`src/hw/osd_pkg.sv`:
```
// osd_pkg: register map, field positions, reset values and types of the
// on-screen-display screen and plane control block.
// assumes a 32-bit AXI4-Lite register bus with one register per aligned word.
package osd_pkg;

  ////////////////////////////////////////////////////////////////////////////
  // register byte addresses
  localparam int unsigned ADDR_W = 6;
  localparam logic [5:0] OFF_RASTER_PLANE_CONTROL = 6'h00;
  localparam logic [5:0] OFF_BORDER_COLOUR_SELECT = 6'h04;
  localparam logic [5:0] OFF_DISPLAY_CONTROL      = 6'h08;
  localparam logic [5:0] OFF_WINDOW_UPPER_LIMIT   = 6'h0C;
  localparam logic [5:0] OFF_WINDOW_LOWER_LIMIT   = 6'h10;
  localparam logic [5:0] OFF_AREA_PLANE_COLOUR    = 6'h14;
  localparam logic [5:0] OFF_EXTRA_CONTROL        = 6'h18;
  localparam logic [5:0] OFF_PORT_SIX_SELECT      = 6'h1C;
  localparam logic [5:0] OFF_SCAN_STATUS          = 6'h20;

  ////////////////////////////////////////////////////////////////////////////
  // field positions
  localparam int unsigned BIT_PAGE_BACKGROUND = 7;  // raster_plane_control
  localparam int unsigned BIT_FULL_RASTER     = 6;  // raster_plane_control
  localparam int unsigned BIT_PLANE_TWO_ON    = 5;  // raster_plane_control
  localparam int unsigned BIT_PLANE_ONE_ON    = 4;  // raster_plane_control
  localparam int unsigned BIT_DISPLAY_ENABLE  = 0;  // display_control
  localparam int unsigned BIT_WINDOW_ENABLE   = 1;  // display_control
  localparam int unsigned BIT_DOUBLE_SCAN     = 0;  // extra_control_register
  localparam int unsigned BIT_INTENSITY_PIN   = 6;  // extra_control_register
  localparam int unsigned BIT_LUMA_BLANK      = 2;  // port_six_select_register
  localparam int unsigned BIT_COLOUR_INT      = 3;  // intensity within a colour

  ////////////////////////////////////////////////////////////////////////////
  // reset values
  localparam logic [7:0] RST_BYTE         = 8'h00;
  localparam logic [8:0] RST_WINDOW_UPPER = 9'h001;
  localparam logic [8:0] RST_WINDOW_LOWER = 9'h1FE;

  ////////////////////////////////////////////////////////////////////////////
  // scan line counter width and bus answers
  localparam int unsigned LINE_W   = 10;
  localparam logic [1:0]  RESP_OK  = 2'h0;
  localparam logic [1:0]  RESP_ERR = 2'h2;

  // colour code {intensity, red, green, blue}
  typedef logic [3:0] colour_t;

endpackage

```
`src/hw/pin_sync.sv`:
```
// pin_sync: three-stage synchroniser for pins from outside the clock domain.
// assumes the pins may change at any time; a new level is taken only once
// the second and third stages agree.
`timescale 1ns/1ns
module pin_sync #(
  parameter int unsigned WIDTH = 2
) (
  // clock, reset, enable
  input  wire logic             aclk,
  input  wire logic             aresetn,
  input  wire logic             ce,
  // raw pins and filtered levels
  input  wire logic [WIDTH-1:0] pin,
  output logic      [WIDTH-1:0] level
);
  import osd_pkg::*;

  logic [WIDTH-1:0] stage_one;
  logic [WIDTH-1:0] stage_two;
  logic [WIDTH-1:0] stage_three;

  // a filter with no pins cannot be built
  if (WIDTH == 0) begin : g_width_check
    $error("pin_sync needs a WIDTH of at least one");
  end

  // the synchronised pins idle high, as the sync pins are active low
  always_ff @(posedge aclk) begin
    if (!aresetn) begin
      stage_one   <= '1;
      stage_two   <= '1;
      stage_three <= '1;
    end else if (ce) begin
      stage_one   <= pin;
      stage_two   <= stage_one;
      stage_three <= stage_two;
    end
  end

  // a bit changes only where the last two stages agree
  always_ff @(posedge aclk) begin
    if (!aresetn) begin
      level <= '1;
    end else if (ce) begin
      for (int i = 0; i < WIDTH; i++) begin
        if (stage_two[i] == stage_three[i]) begin
          level[i] <= stage_three[i];
        end
      end
    end
  end

endmodule

```
`src/hw/osd_screen_plane_control.sv`:
```
// osd_screen_plane_control: page background, display on/off, vertical
// window, full-raster blanking and two area planes of an overlay generator.
// assumes the character generator feeds per-dot inputs on aclk and a TV
// mixer takes the registered colour and luma/blank outputs.
// Function
// background enable fills character area background
// no background on code-zero character cells
// background colour from border register bits 7:4
// colour code: intensity plus red green blue
// select bit drops intensity, eight colours
// display enable bit gates the page
// processor avoids stop mode while displaying
// window enable limits page between limits
// nine-bit limits, one sync period each
// double scan doubles each limit position
// software keeps lower above upper, upper nonzero
// software changes window only during vsync low
// recommended window upper 01H, lower 1FEH
// nothing drawn on the lower limit line
// full raster paints whole screen raster colour
// luma pin carries blank when selected
// raster colour from control bits 3:0
// two planes, plane one over plane two
// plane two bit 5, plane one bit 4
// plane colours from area colour nibbles
// fringe left of leading blank is drawn
// layers: characters, planes, background, raster
//
// The placing of the registers and the AXI4-Lite interface to the registers were left to the implementer.
`timescale 1ns/1ns
module osd_screen_plane_control (
  // clock, reset, enable
  input  wire logic                      aclk,
  input  wire logic                      aresetn,
  input  wire logic                      ce,
  // axi4-lite write address and data
  input  wire logic                      s_axi_awvalid,
  output logic                           s_axi_awready,
  input  wire logic [osd_pkg::ADDR_W-1:0] s_axi_awaddr,
  input  wire logic                      s_axi_wvalid,
  output logic                           s_axi_wready,
  input  wire logic [31:0]               s_axi_wdata,
  input  wire logic [3:0]                s_axi_wstrb,
  // axi4-lite write response
  output logic                           s_axi_bvalid,
  input  wire logic                      s_axi_bready,
  output logic [1:0]                     s_axi_bresp,
  // axi4-lite read
  input  wire logic                      s_axi_arvalid,
  output logic                           s_axi_arready,
  input  wire logic [osd_pkg::ADDR_W-1:0] s_axi_araddr,
  output logic                           s_axi_rvalid,
  input  wire logic                      s_axi_rready,
  output logic [31:0]                    s_axi_rdata,
  output logic [1:0]                     s_axi_rresp,
  // video sync pins, active low
  input  wire logic                      horizontal_sync_input_n,
  input  wire logic                      vertical_sync_input_n,
  // per-dot inputs from character and plane position logic
  input  wire logic                      char_area,
  input  wire logic                      char_code_zero,
  input  wire logic                      char_dot,
  input  wire osd_pkg::colour_t          char_colour,
  input  wire logic                      fringe_dot,
  input  wire logic                      plane_one_hit,
  input  wire logic                      plane_two_hit,
  // colour outputs to the video mixer
  output logic                           pix_intensity,
  output logic                           pix_red,
  output logic                           pix_green,
  output logic                           pix_blue,
  output logic                           luma_or_blank_output
);
  import osd_pkg::*;

  ////////////////////////////////////////////////////////////////////////////
  // registers and internal state
  logic [7:0]        raster_plane_control;
  logic [7:0]        border_colour_select;
  logic [7:0]        display_control;
  logic [8:0]        window_upper_limit;
  logic [8:0]        window_lower_limit;
  logic [7:0]        area_plane_colour;
  logic [7:0]        extra_control_register;
  logic [7:0]        port_six_select_register;
  logic              aw_held;
  logic              w_held;
  logic [ADDR_W-1:0] aw_addr;
  logic [31:0]       w_data;
  logic [3:0]        w_strb;
  logic [1:0]        sync_level;
  logic [1:0]        sync_prev;
  logic [LINE_W-1:0] line_count;
  logic              in_window;
  logic              do_write;

  // colour code with intensity dropped in eight-colour mode
  function automatic colour_t pick_colour(input colour_t code, input logic eight);
    pick_colour = code;
    if (eight) begin
      pick_colour[BIT_COLOUR_INT] = 1'b0;
    end
  endfunction

  // line at which a limit falls, doubled in double scan mode
  function automatic logic [LINE_W-1:0] limit_line(input logic [8:0] lim,
                                                   input logic dbl);
    limit_line = dbl ? {lim, 1'b0} : {1'b0, lim};
  endfunction

  ////////////////////////////////////////////////////////////////////////////
  // axi write channel: address and data taken in either order
  assign do_write = aw_held && w_held && !s_axi_bvalid;

  always_ff @(posedge aclk) begin
    if (!aresetn) begin
      aw_held <= 1'b0;
      aw_addr <= '0;
    end else if (ce) begin
      if (s_axi_awvalid && s_axi_awready) begin
        aw_held <= 1'b1;
        aw_addr <= s_axi_awaddr;
      end else if (do_write) begin
        aw_held <= 1'b0;
      end
    end
  end

  always_ff @(posedge aclk) begin
    if (!aresetn) begin
      w_held <= 1'b0;
      w_data <= '0;
      w_strb <= '0;
    end else if (ce) begin
      if (s_axi_wvalid && s_axi_wready) begin
        w_held <= 1'b1;
        w_data <= s_axi_wdata;
        w_strb <= s_axi_wstrb;
      end else if (do_write) begin
        w_held <= 1'b0;
      end
    end
  end

  // ready while the slot is free
  always_ff @(posedge aclk) begin
    if (!aresetn) begin
      s_axi_awready <= 1'b0;
      s_axi_wready  <= 1'b0;
    end else if (ce) begin
      s_axi_awready <= !aw_held && !(s_axi_awvalid && s_axi_awready);
      s_axi_wready  <= !w_held && !(s_axi_wvalid && s_axi_wready);
    end
  end

  // write response, error on an unmapped address
  always_ff @(posedge aclk) begin
    if (!aresetn) begin
      s_axi_bvalid <= 1'b0;
      s_axi_bresp  <= RESP_OK;
    end else if (ce) begin
      if (do_write) begin
        s_axi_bvalid <= 1'b1;
        case (aw_addr)
          OFF_RASTER_PLANE_CONTROL, OFF_BORDER_COLOUR_SELECT, OFF_DISPLAY_CONTROL,
          OFF_WINDOW_UPPER_LIMIT, OFF_WINDOW_LOWER_LIMIT, OFF_AREA_PLANE_COLOUR,
          OFF_EXTRA_CONTROL, OFF_PORT_SIX_SELECT, OFF_SCAN_STATUS: begin
            s_axi_bresp <= RESP_OK;
          end
          default: begin
            s_axi_bresp <= RESP_ERR;
          end
        endcase
      end else if (s_axi_bready) begin
        s_axi_bvalid <= 1'b0;
      end
    end
  end

  // register file, byte lane 0 holds bits 7:0 and lane 1 holds bit 8
  always_ff @(posedge aclk) begin
    if (!aresetn) begin
      raster_plane_control     <= RST_BYTE;
      border_colour_select     <= RST_BYTE;
      display_control          <= RST_BYTE;
      window_upper_limit       <= RST_WINDOW_UPPER;
      window_lower_limit       <= RST_WINDOW_LOWER;
      area_plane_colour        <= RST_BYTE;
      extra_control_register   <= RST_BYTE;
      port_six_select_register <= RST_BYTE;
    end else if (ce && do_write) begin
      case (aw_addr)
        OFF_RASTER_PLANE_CONTROL: begin
          if (w_strb[0]) raster_plane_control <= w_data[7:0];
        end
        OFF_BORDER_COLOUR_SELECT: begin
          if (w_strb[0]) border_colour_select <= w_data[7:0];
        end
        OFF_DISPLAY_CONTROL: begin
          if (w_strb[0]) display_control <= w_data[7:0];
        end
        OFF_WINDOW_UPPER_LIMIT: begin
          if (w_strb[0]) window_upper_limit[7:0] <= w_data[7:0];
          if (w_strb[1]) window_upper_limit[8] <= w_data[8];
        end
        OFF_WINDOW_LOWER_LIMIT: begin
          if (w_strb[0]) window_lower_limit[7:0] <= w_data[7:0];
          if (w_strb[1]) window_lower_limit[8] <= w_data[8];
        end
        OFF_AREA_PLANE_COLOUR: begin
          if (w_strb[0]) area_plane_colour <= w_data[7:0];
        end
        OFF_EXTRA_CONTROL: begin
          if (w_strb[0]) extra_control_register <= w_data[7:0];
        end
        OFF_PORT_SIX_SELECT: begin
          if (w_strb[0]) port_six_select_register <= w_data[7:0];
        end
        default: begin
        end
      endcase
    end
  end

  ////////////////////////////////////////////////////////////////////////////
  // axi read channel, one cycle from address to data
  always_ff @(posedge aclk) begin
    if (!aresetn) begin
      s_axi_arready <= 1'b0;
      s_axi_rvalid  <= 1'b0;
      s_axi_rdata   <= '0;
      s_axi_rresp   <= RESP_OK;
    end else if (ce) begin
      s_axi_arready <= !s_axi_rvalid && !(s_axi_arvalid && s_axi_arready);
      if (s_axi_arvalid && s_axi_arready) begin
        s_axi_rvalid <= 1'b1;
        s_axi_rresp  <= RESP_OK;
        s_axi_rdata  <= '0;
        case (s_axi_araddr)
          OFF_RASTER_PLANE_CONTROL: s_axi_rdata[7:0] <= raster_plane_control;
          OFF_BORDER_COLOUR_SELECT: s_axi_rdata[7:0] <= border_colour_select;
          OFF_DISPLAY_CONTROL:      s_axi_rdata[7:0] <= display_control;
          OFF_WINDOW_UPPER_LIMIT:   s_axi_rdata[8:0] <= window_upper_limit;
          OFF_WINDOW_LOWER_LIMIT:   s_axi_rdata[8:0] <= window_lower_limit;
          OFF_AREA_PLANE_COLOUR:    s_axi_rdata[7:0] <= area_plane_colour;
          OFF_EXTRA_CONTROL:        s_axi_rdata[7:0] <= extra_control_register;
          OFF_PORT_SIX_SELECT:      s_axi_rdata[7:0] <= port_six_select_register;
          OFF_SCAN_STATUS: begin
            s_axi_rdata[LINE_W-1:0] <= line_count;
            s_axi_rdata[16]         <= in_window;
            s_axi_rdata[17]         <= sync_level[1];
          end
          default: begin
            s_axi_rresp <= RESP_ERR;
          end
        endcase
      end else if (s_axi_rready) begin
        s_axi_rvalid <= 1'b0;
      end
    end
  end

  ////////////////////////////////////////////////////////////////////////////
  // sync pins: bit 0 horizontal, bit 1 vertical
  pin_sync #(
    .WIDTH (2)
  ) u_sync (
    .aclk    (aclk),
    .aresetn (aresetn),
    .ce      (ce),
    .pin     ({vertical_sync_input_n, horizontal_sync_input_n}),
    .level   (sync_level)
  );

  always_ff @(posedge aclk) begin
    if (!aresetn) begin
      sync_prev <= 2'h3;
    end else if (ce) begin
      sync_prev <= sync_level;
    end
  end

  // scan line count: cleared at vertical fall, stepped at horizontal fall
  always_ff @(posedge aclk) begin
    if (!aresetn) begin
      line_count <= '0;
    end else if (ce) begin
      if (sync_prev[1] && !sync_level[1]) begin
        line_count <= '0;
      end else if (sync_prev[0] && !sync_level[0] && !(&line_count)) begin
        line_count <= line_count + 1'b1;
      end
    end
  end

  // window: from upper line up to but not including the lower line
  always_comb begin
    in_window = 1'b1;
    if (display_control[BIT_WINDOW_ENABLE]) begin
      in_window = (line_count >= limit_line(window_upper_limit,
                                            extra_control_register[BIT_DOUBLE_SCAN]))
               && (line_count < limit_line(window_lower_limit,
                                           extra_control_register[BIT_DOUBLE_SCAN]));
    end
  end

  ////////////////////////////////////////////////////////////////////////////
  // dot composition, top layer first, registered onto the pins
  logic    eight_colour;
  logic    page_on;
  logic    raster_on;
  colour_t next_colour;
  logic    next_painted;
  logic    next_luma_blank;

  assign eight_colour = extra_control_register[BIT_INTENSITY_PIN];
  assign page_on      = display_control[BIT_DISPLAY_ENABLE] && in_window;
  assign raster_on    = display_control[BIT_DISPLAY_ENABLE]
                     && raster_plane_control[BIT_FULL_RASTER]
                     && port_six_select_register[BIT_LUMA_BLANK];

  always_comb begin
    next_colour  = '0;
    next_painted = 1'b1;
    if (page_on && char_dot) begin
      next_colour = pick_colour(char_colour, eight_colour);
    end else if (page_on && fringe_dot) begin
      next_colour = pick_colour(border_colour_select[3:0], eight_colour);
    end else if (page_on && plane_one_hit
                 && raster_plane_control[BIT_PLANE_ONE_ON]) begin
      next_colour = pick_colour(area_plane_colour[3:0], eight_colour);
    end else if (page_on && plane_two_hit
                 && raster_plane_control[BIT_PLANE_TWO_ON]) begin
      next_colour = pick_colour(area_plane_colour[7:4], eight_colour);
    end else if (page_on && char_area && !char_code_zero
                 && raster_plane_control[BIT_PAGE_BACKGROUND]) begin
      next_colour = pick_colour(border_colour_select[7:4], eight_colour);
    end else if (raster_on) begin
      next_colour = pick_colour(raster_plane_control[3:0], eight_colour);
    end else begin
      next_painted = 1'b0;
    end
    // luma marks only page dots; blank marks every painted dot
    next_luma_blank = next_painted
                   && (port_six_select_register[BIT_LUMA_BLANK] || !raster_on);
  end

  always_ff @(posedge aclk) begin
    if (!aresetn) begin
      pix_intensity        <= 1'b0;
      pix_red              <= 1'b0;
      pix_green            <= 1'b0;
      pix_blue             <= 1'b0;
      luma_or_blank_output <= 1'b0;
    end else if (ce) begin
      {pix_intensity, pix_red, pix_green, pix_blue} <= next_colour;
      luma_or_blank_output <= next_luma_blank;
    end
  end

  ////////////////////////////////////////////////////////////////////////////
  // checks on the dot outputs
  logic [3:0] pix_all;
  assign pix_all = {pix_intensity, pix_red, pix_green, pix_blue};
endmodule

```
`config.mk`:
```
export PLATFORM = sky130hd
export DESIGN_NAME = osd_screen_plane_control
export DESIGN_NICKNAME = d
export VERILOG_FILES = /design/src/hw/osd_pkg.sv /design/src/hw/pin_sync.sv /design/src/hw/osd_screen_plane_control.sv
export SDC_FILE = /design/constraint.sdc
export NUM_CORES = 1
export LEC_CHECK = 0
export BUFFER_PORTS_ARGS = -buffer_cell sky130_fd_sc_hd__buf_2
export CAP_MARGIN = 20
export CORE_ASPECT_RATIO = 0.75
export CORE_UTILIZATION = 40
export CTS_BUF_LIST = sky130_fd_sc_hd__clkbuf_8
export DETAILED_ROUTE_END_ITERATION = 8
export SYNTH_ARGS = -nofsm -noshare
export SYNTH_HDL_FRONTEND = slang
export SYNTH_SLANG_ARGS = --single-unit
export TNS_END_PERCENT = 20
```
`constraint.sdc`:
```
create_clock -name aclk -period 3.2 [get_ports aclk]
set_input_delay 0.16 -clock aclk [delete_from_list [all_inputs] [get_ports aclk]]
set_output_delay 0.16 -clock aclk [all_outputs]
set_load 0.02 [all_outputs]
```
-- After elaboration in Yosys (flattened, before gate mapping)
Index checks and enable logic that the tools add are counted.
- word-level logic and storage cells: 162
- register bits after elaboration: 131
- input bits: 68
- equal/unequal tests: 18
- $lt $le $gt $ge: 2
- reduce and logical (&&, ||, !) cells: 70
- mux-type cells: 36
- add/subtract/negate cells: 1
- operator list (operator ; count):
    one-hot mux 8 bit (9 select lines) ; 1
    == test 6 x 5 -> 1 bit, second input constant ; 8
    two-way mux 10 bit ; 4
    AND reduction 3 bit ; 10
    logical AND 1 bit ; 26
    == test 6 x 4 -> 1 bit, second input constant ; 4
    two-way mux 4 bit ; 6
    AND reduction 2 bit ; 11
    two-way mux 1 bit ; 21
    OR reduction 9 bit ; 2
    == test 6 x 3 -> 1 bit, second input constant ; 2
    == test 6 bit, second input constant ; 2
    logical NOT 1 bit ; 12
    logical NOT 6 bit ; 2
    adder 10 x 1 -> 10 bit, second input constant ; 1
    >= comparator 10 bit ; 1
    less-than comparator 10 bit ; 1
    AND reduction 10 bit ; 1
    nonzero test 2 bit ; 5
    two-way mux 2 bit ; 3
    one-hot mux 1 bit (3 select lines) ; 1
    == test 1 bit ; 2
    logical OR 1 bit ; 1

-- Logic depth before layout (Yosys ltp)
- depth in word-level cells: 14
- depth in mapped cells: 12
- mapped depth without buffers: 9

-- Modules after synthesis
Synthesis repeated with hierarchy kept, for this count alone.
- cells, all modules: 749
- area total of the unflattened synthesis: 6839.1 µm²
- modules (own cells, without submodules) (module ; seq. area each (µm²) ; cells an instance ; times used ; area each (µm²)):
    osd_screen_plane_control ; 2422.3 ; 720 ; 1 ; 6520.0
    pin_sync ; 160.2 ; 29 ; 1 ; 319.1

-- Worst setup path before layout
No wires, ideal clock.
- path kind: register to register
- start: reg extra_control_register[0]
- end: reg pix_red
- clock period less this slack: 2.815 ns
- required time: 3.070 ns
- data arrival time: 2.685 ns
- slack: 0.385 ns
- stages on the path, launching flop included: 13
- path through: dfxtp_1 clkbuf_1 buf_1 mux2i_1 ha_1 a21o_1 a21oi_1 nor3b_1 or3_4 a21bo_1 buf_6 a311oi_1 o22ai_1
- cells in the longest elaborated chain, start to end: 13
- RTL lines (what ; line ; text):
    start, declared ; osd_screen_plane_control.sv:84 ; logic [7:0] extra_control_register;
    start signal, assigned ; osd_screen_plane_control.sv:214 ; if (w_strb[0]) extra_control_register <= w_data[7:0];
    two-way mux 10 bit ; osd_screen_plane_control.sv:108 ; limit_line = dbl ? {lim, 1'b0} : {1'b0, lim};
    >= comparator 10 bit or less-than comparator 10 bit (tied branches) ; osd_screen_plane_control.sv:300, osd_screen_plane_control.sv:302 ;
    logical AND 1 bit (*) ; osd_screen_plane_control.sv:302 ; && (line_count < limit_line(window_lower_limit,
    two-way mux 1 bit (*) ; osd_screen_plane_control.sv:299 ; if (display_control[BIT_WINDOW_ENABLE]) begin
    logical AND 1 bit (*) ; osd_screen_plane_control.sv:317 ; assign page_on = display_control[BIT_DISPLAY_ENABLE] && in_window;
    logical AND 1 bit (2 in a row) ; osd_screen_plane_control.sv:335 ; end else if (page_on && char_area && !char_code_zero
    logical AND 1 bit ; osd_screen_plane_control.sv:336 ; && raster_plane_control[BIT_PAGE_BACKGROUND]) begin
    two-way mux 4 bit ; osd_screen_plane_control.sv:335 ;
    two-way mux 4 bit ; osd_screen_plane_control.sv:332 ; end else if (page_on && plane_two_hit
    two-way mux 4 bit ; osd_screen_plane_control.sv:329 ; end else if (page_on && plane_one_hit
    two-way mux 4 bit ; osd_screen_plane_control.sv:327 ; end else if (page_on && fringe_dot) begin
    two-way mux 4 bit (*) ; osd_screen_plane_control.sv:325 ; if (page_on && char_dot) begin
    end signal, assigned ; osd_screen_plane_control.sv:356 ; {pix_intensity, pix_red, pix_green, pix_blue} <= next_colour;
    end, declared ; osd_screen_plane_control.sv:69 ; output logic pix_red,
Every way passes the cells marked *; elsewhere a longest branch is shown, timed or not.
A chain may end at the register's enable or synchronous reset.

-- Worst setup path in the final report
- start: reg extra_control_register[0]
- end: reg pix_green
- cells in the longest elaborated chain, start to end: 13
- RTL lines (what ; line ; text):
    two-way mux 10 bit ; osd_screen_plane_control.sv:108 ;
    >= comparator 10 bit or less-than comparator 10 bit (tied branches) ; osd_screen_plane_control.sv:300, osd_screen_plane_control.sv:302 ;
    logical AND 1 bit (*) ; osd_screen_plane_control.sv:302 ;
    two-way mux 1 bit (*) ; osd_screen_plane_control.sv:299 ;
    logical AND 1 bit (*) ; osd_screen_plane_control.sv:317 ;
    logical AND 1 bit (2 in a row) ; osd_screen_plane_control.sv:335 ;
    logical AND 1 bit ; osd_screen_plane_control.sv:336 ;
    two-way mux 4 bit ; osd_screen_plane_control.sv:335 ;
    two-way mux 4 bit ; osd_screen_plane_control.sv:332 ;
    two-way mux 4 bit ; osd_screen_plane_control.sv:329 ;
    two-way mux 4 bit ; osd_screen_plane_control.sv:327 ;
    two-way mux 4 bit (*) ; osd_screen_plane_control.sv:325 ;
    end signal, assigned ; osd_screen_plane_control.sv:356 ;
    end, declared ; osd_screen_plane_control.sv:70 ; output logic pix_green,
Marked as above.

==> results_dict.tcl <==
set metrics [dict create \
    fp.dieW_microns 150.6 \
    final_area_sq_um 7614 \
    wl_met2_microns 7620 \
    via_per_inst 5.382 \
    ys_seq_area_share_pct 38.97 \
    grt_overflow 0 \
    fin_nets 918 \
    track_usage_pct 22.10 \
    cts_sinks 129 \
    grt_pass1_vias 4955 \
    htreeDepth 4 \
    synthDistinctLibCells 65 \
    cpLargestDelayFamily "compound AO/OA/AOI/OAI gates" \
    clk_latency_ns 0.46 \
    syn_inst 766 \
    ys_async_sr_fraction_pct 0 \
    cap_viol_max_count 0 \
    cp.required_ns 3.57 \
    routed.top_layer "met4" \
    core_area_sq_um 16120 \
    grt_pass1_wl_microns 28180 \
    yosys_register_bits 129 \
    gp_routability_congestion 0.9291 \
    setup-violations-final 0 \
    area_delta_synth_final_pct 14.90 \
    drtIter0Drc 547 \
    totalWireLength_microns 18230 \
    hold_viol_final 0 \
    finalCritPeriodShare_pct 90.04 \
    irDropWorstVdd_mv 0.2741 \
    post-place-ws_ns 0.3748 \
    synth.largest_area_cell "dfxtp_1" \
    path_cells "buf_12, mux2i_1, ha_1, a211oi_1, nor2_1, or3_1, a21oi_2, a21bo_1, nand3_1, a211oi_2" \
    synth-edff-count 0 \
    fin_tns_setup_ns 0 \
    crit_type "register to register" \
    detail-route-antenna-nets 0 \
    num_vias 5667 \
    port-buffer-count 66 \
    die_h_microns 113.5 \
    synth.area.top_cells "dfxtp_1, mux2i_1, nor2_1, nand2_1, a21oi_1" \
    met1_length_microns 9332 \
    slowest_stage "dfxtp_1" \
    cp-start-kind "register" \
    status "completed" \
    dp_hpwl_microns 12910 \
    period_minus_slack_ns 2.881 \
    rsz0062_at_grt "false" \
    initial_utilization_pct 41.12 \
    post_cts_resized 0 \
    grt_max_degree 77 \
    skew_ns 0.01210 \
    critical_path_arrival_ns 3.26 \
    syn_avg_cell_area_sq_um 8.651 \
    synth_warnings 0 \
    antenna_found_initial 0 \
    tightestPinTransition_ns 0.6584 \
    cts_tree "done" \
    cts_root_buf "clkbuf_8" \
    crit_fanout 20 \
    n_antenna_cell 0 \
    slowest_delay_ns 0.43 \
    drcViolationCount 0 \
    p_leak_nw 3.138 \
    final.setup.worst_slack_ns 0.3187 \
    end_kind "register" \
    syn_area_sq_um 6626 \
    placed_area_sq_um 6993 \
    pin_count 114 \
    rows 40 \
    relSlewSlack_pct 55.88 \
    fmax_ghz 0.3471 \
    post_cts_buffers 0 \
    crit_buf_inv 1 \
    clk_path_buf_depth 2 \
    met3_length_microns 1060 \
    fill_cells 1602 \
    drt-pass1-iter-count 5 \
    maxSlewViolCount 0 \
    hold_buffers 22 \
    drt-wirelength-per-cell_microns 17.31 \
    clkSlewWorstSetupHoldPaths_ns 0.08 \
    drive_above_1_share_pct 14.95 \
    dieArea_sq_um 17090 \
    synth_top_area_share_pct 38.97 \
    synth_top_flop_cell "dfxtp_1" \
    cts_buffers 17 \
    hp-class "primary input to register" \
    p_per_area_nw_per_um2 433.9 \
]
## kinds of logic (layout without fill, tap and decap cells)
family                     count (synthesis)  in the layout  share of synthesized area (%)
muxes                                    111            111                          17.16
and+or+nand+nor                          275            275                          18.71
other                                      1             22                        0.05659
buffers and inverters                     82            138                          6.665
AOI/OAI and AO/OA                        140            140                          13.60
adders and majority gates                 20             20                          3.776
xor gates and xnor gates                   8              8                          1.057
DFF                                      129            129                          38.97
## registers in the layout, indices dropped and copies added, names as in the netlist, 6 cells and up
signal                    cells
border_colour_select          8
display_control               8
area_plane_colour             8
aw_addr                       6
w_data                        9
window_upper_limit            9
raster_plane_control          8
extra_control_register        8
line_count                   10
window_lower_limit            9
port_six_select_register      8
s_axi_rdata                  12
## worst paths after layout
kind	startpoint	end	slack (ns)	depth (start not counted)
max	extra_control_register[0]	pix_green	0.32	10
min	s_axi_araddr[0]	s_axi_rresp[1]	0.04	3
max reg2reg	extra_control_register[0]	pix_green	0.32	10
min reg2reg	s_axi_rdata[17]	s_axi_rdata[17]	0.45	2
## Yosys cell counts, drive strengths merged, types with 2 or more instances
cell,number
a221o,2
inv,8
a311oi,2
buf,41
nand2,99
nand4,6
a31oi,5
nor2b,6
o22ai,6
clkbuf,33
nand2b,6
and2,2
a21oi,61
o211ai,3
mux2i,108
a211oi,4
ha,20
nand3,29
nor2,102
xor2,4
a221oi,6
mux4,2
o31ai,5
dfxtp,129
nand4b,2
xnor2,4
o21ai,22
a22oi,5
or3,5
a41oi,5
and3,5
o221ai,4
nor4,2
a41o,2
nor3,5
## worst min-delay path, delay by kind of cell
family	cells	cell delay (ns)
compound gates	1	0.08
buf+inv	1	0.12
simple gates	1	0.09
## final cells by class
| cell class | instances | area (sq um) | area share [%] |
|---|---|---|---|
| Tap cell | 210 | 262.8 | 3.451 |
| Clock inverter | 14 | 152.6 | 2.005 |
| Timing Repair Buffer | 98 | 650.6 | 8.546 |
| Multi-Input combinational cell | 576 | 3687 | 48.43 |
| Clock buffer | 18 | 247.7 | 3.254 |
| Sequential cell | 129 | 2582 | 33.92 |
| Inverter | 8 | 30.03 | 0.3944 |
## per-layer routing
metal	vias up	GRT usage, %
li1	2794	-
met1	2680	32.48
met2	175	31.31
met3	18	6.080
met4	0	6.000
met5	-	0
## report_power, final
| part | switching [mW] | internal (mW) | total, mW |
|---|---|---|---|
| Clock | 0.709 | 0.723 | 1.43 |
| Sequential | 0.0236 | 1.62 | 1.64 |
| Combinational | 0.142 | 0.0858 | 0.227 |
## per-stage QoR
stage	utilization (%)	cells	total power [mW]	hold slack (ns)
final	47.24	1053	3.304	0.04366
after global routing	47.24	1053	3.429	0.02616
after CTS	47.24	1053	3.333	0.01301
after detailed placement	43.39	999	1.886	0.3828
after global placement	43.39	999	1.886	0.3746
after floorplan	-	787	1.840	0.2884
## placed cells by master, fill, tap and decap left out, types with 6 or more instances in the layout
cell and n:
buf_4 8, inv_1 8, buf_2 66, ha_1 20, nor2b_1 6, inv_6 6
o21ai_0 21, conb_1 22, mux2i_1 108, nand4_1 6, dfxtp_1 129, a221oi_1 6
nor2_1 100, nand2_1 99, a21oi_1 60, clkbuf_8 18, nand3_1 28, dlygate4sd3_1 22
o22ai_1 6
Note: power is estimated with default switching activity, not from simulation.
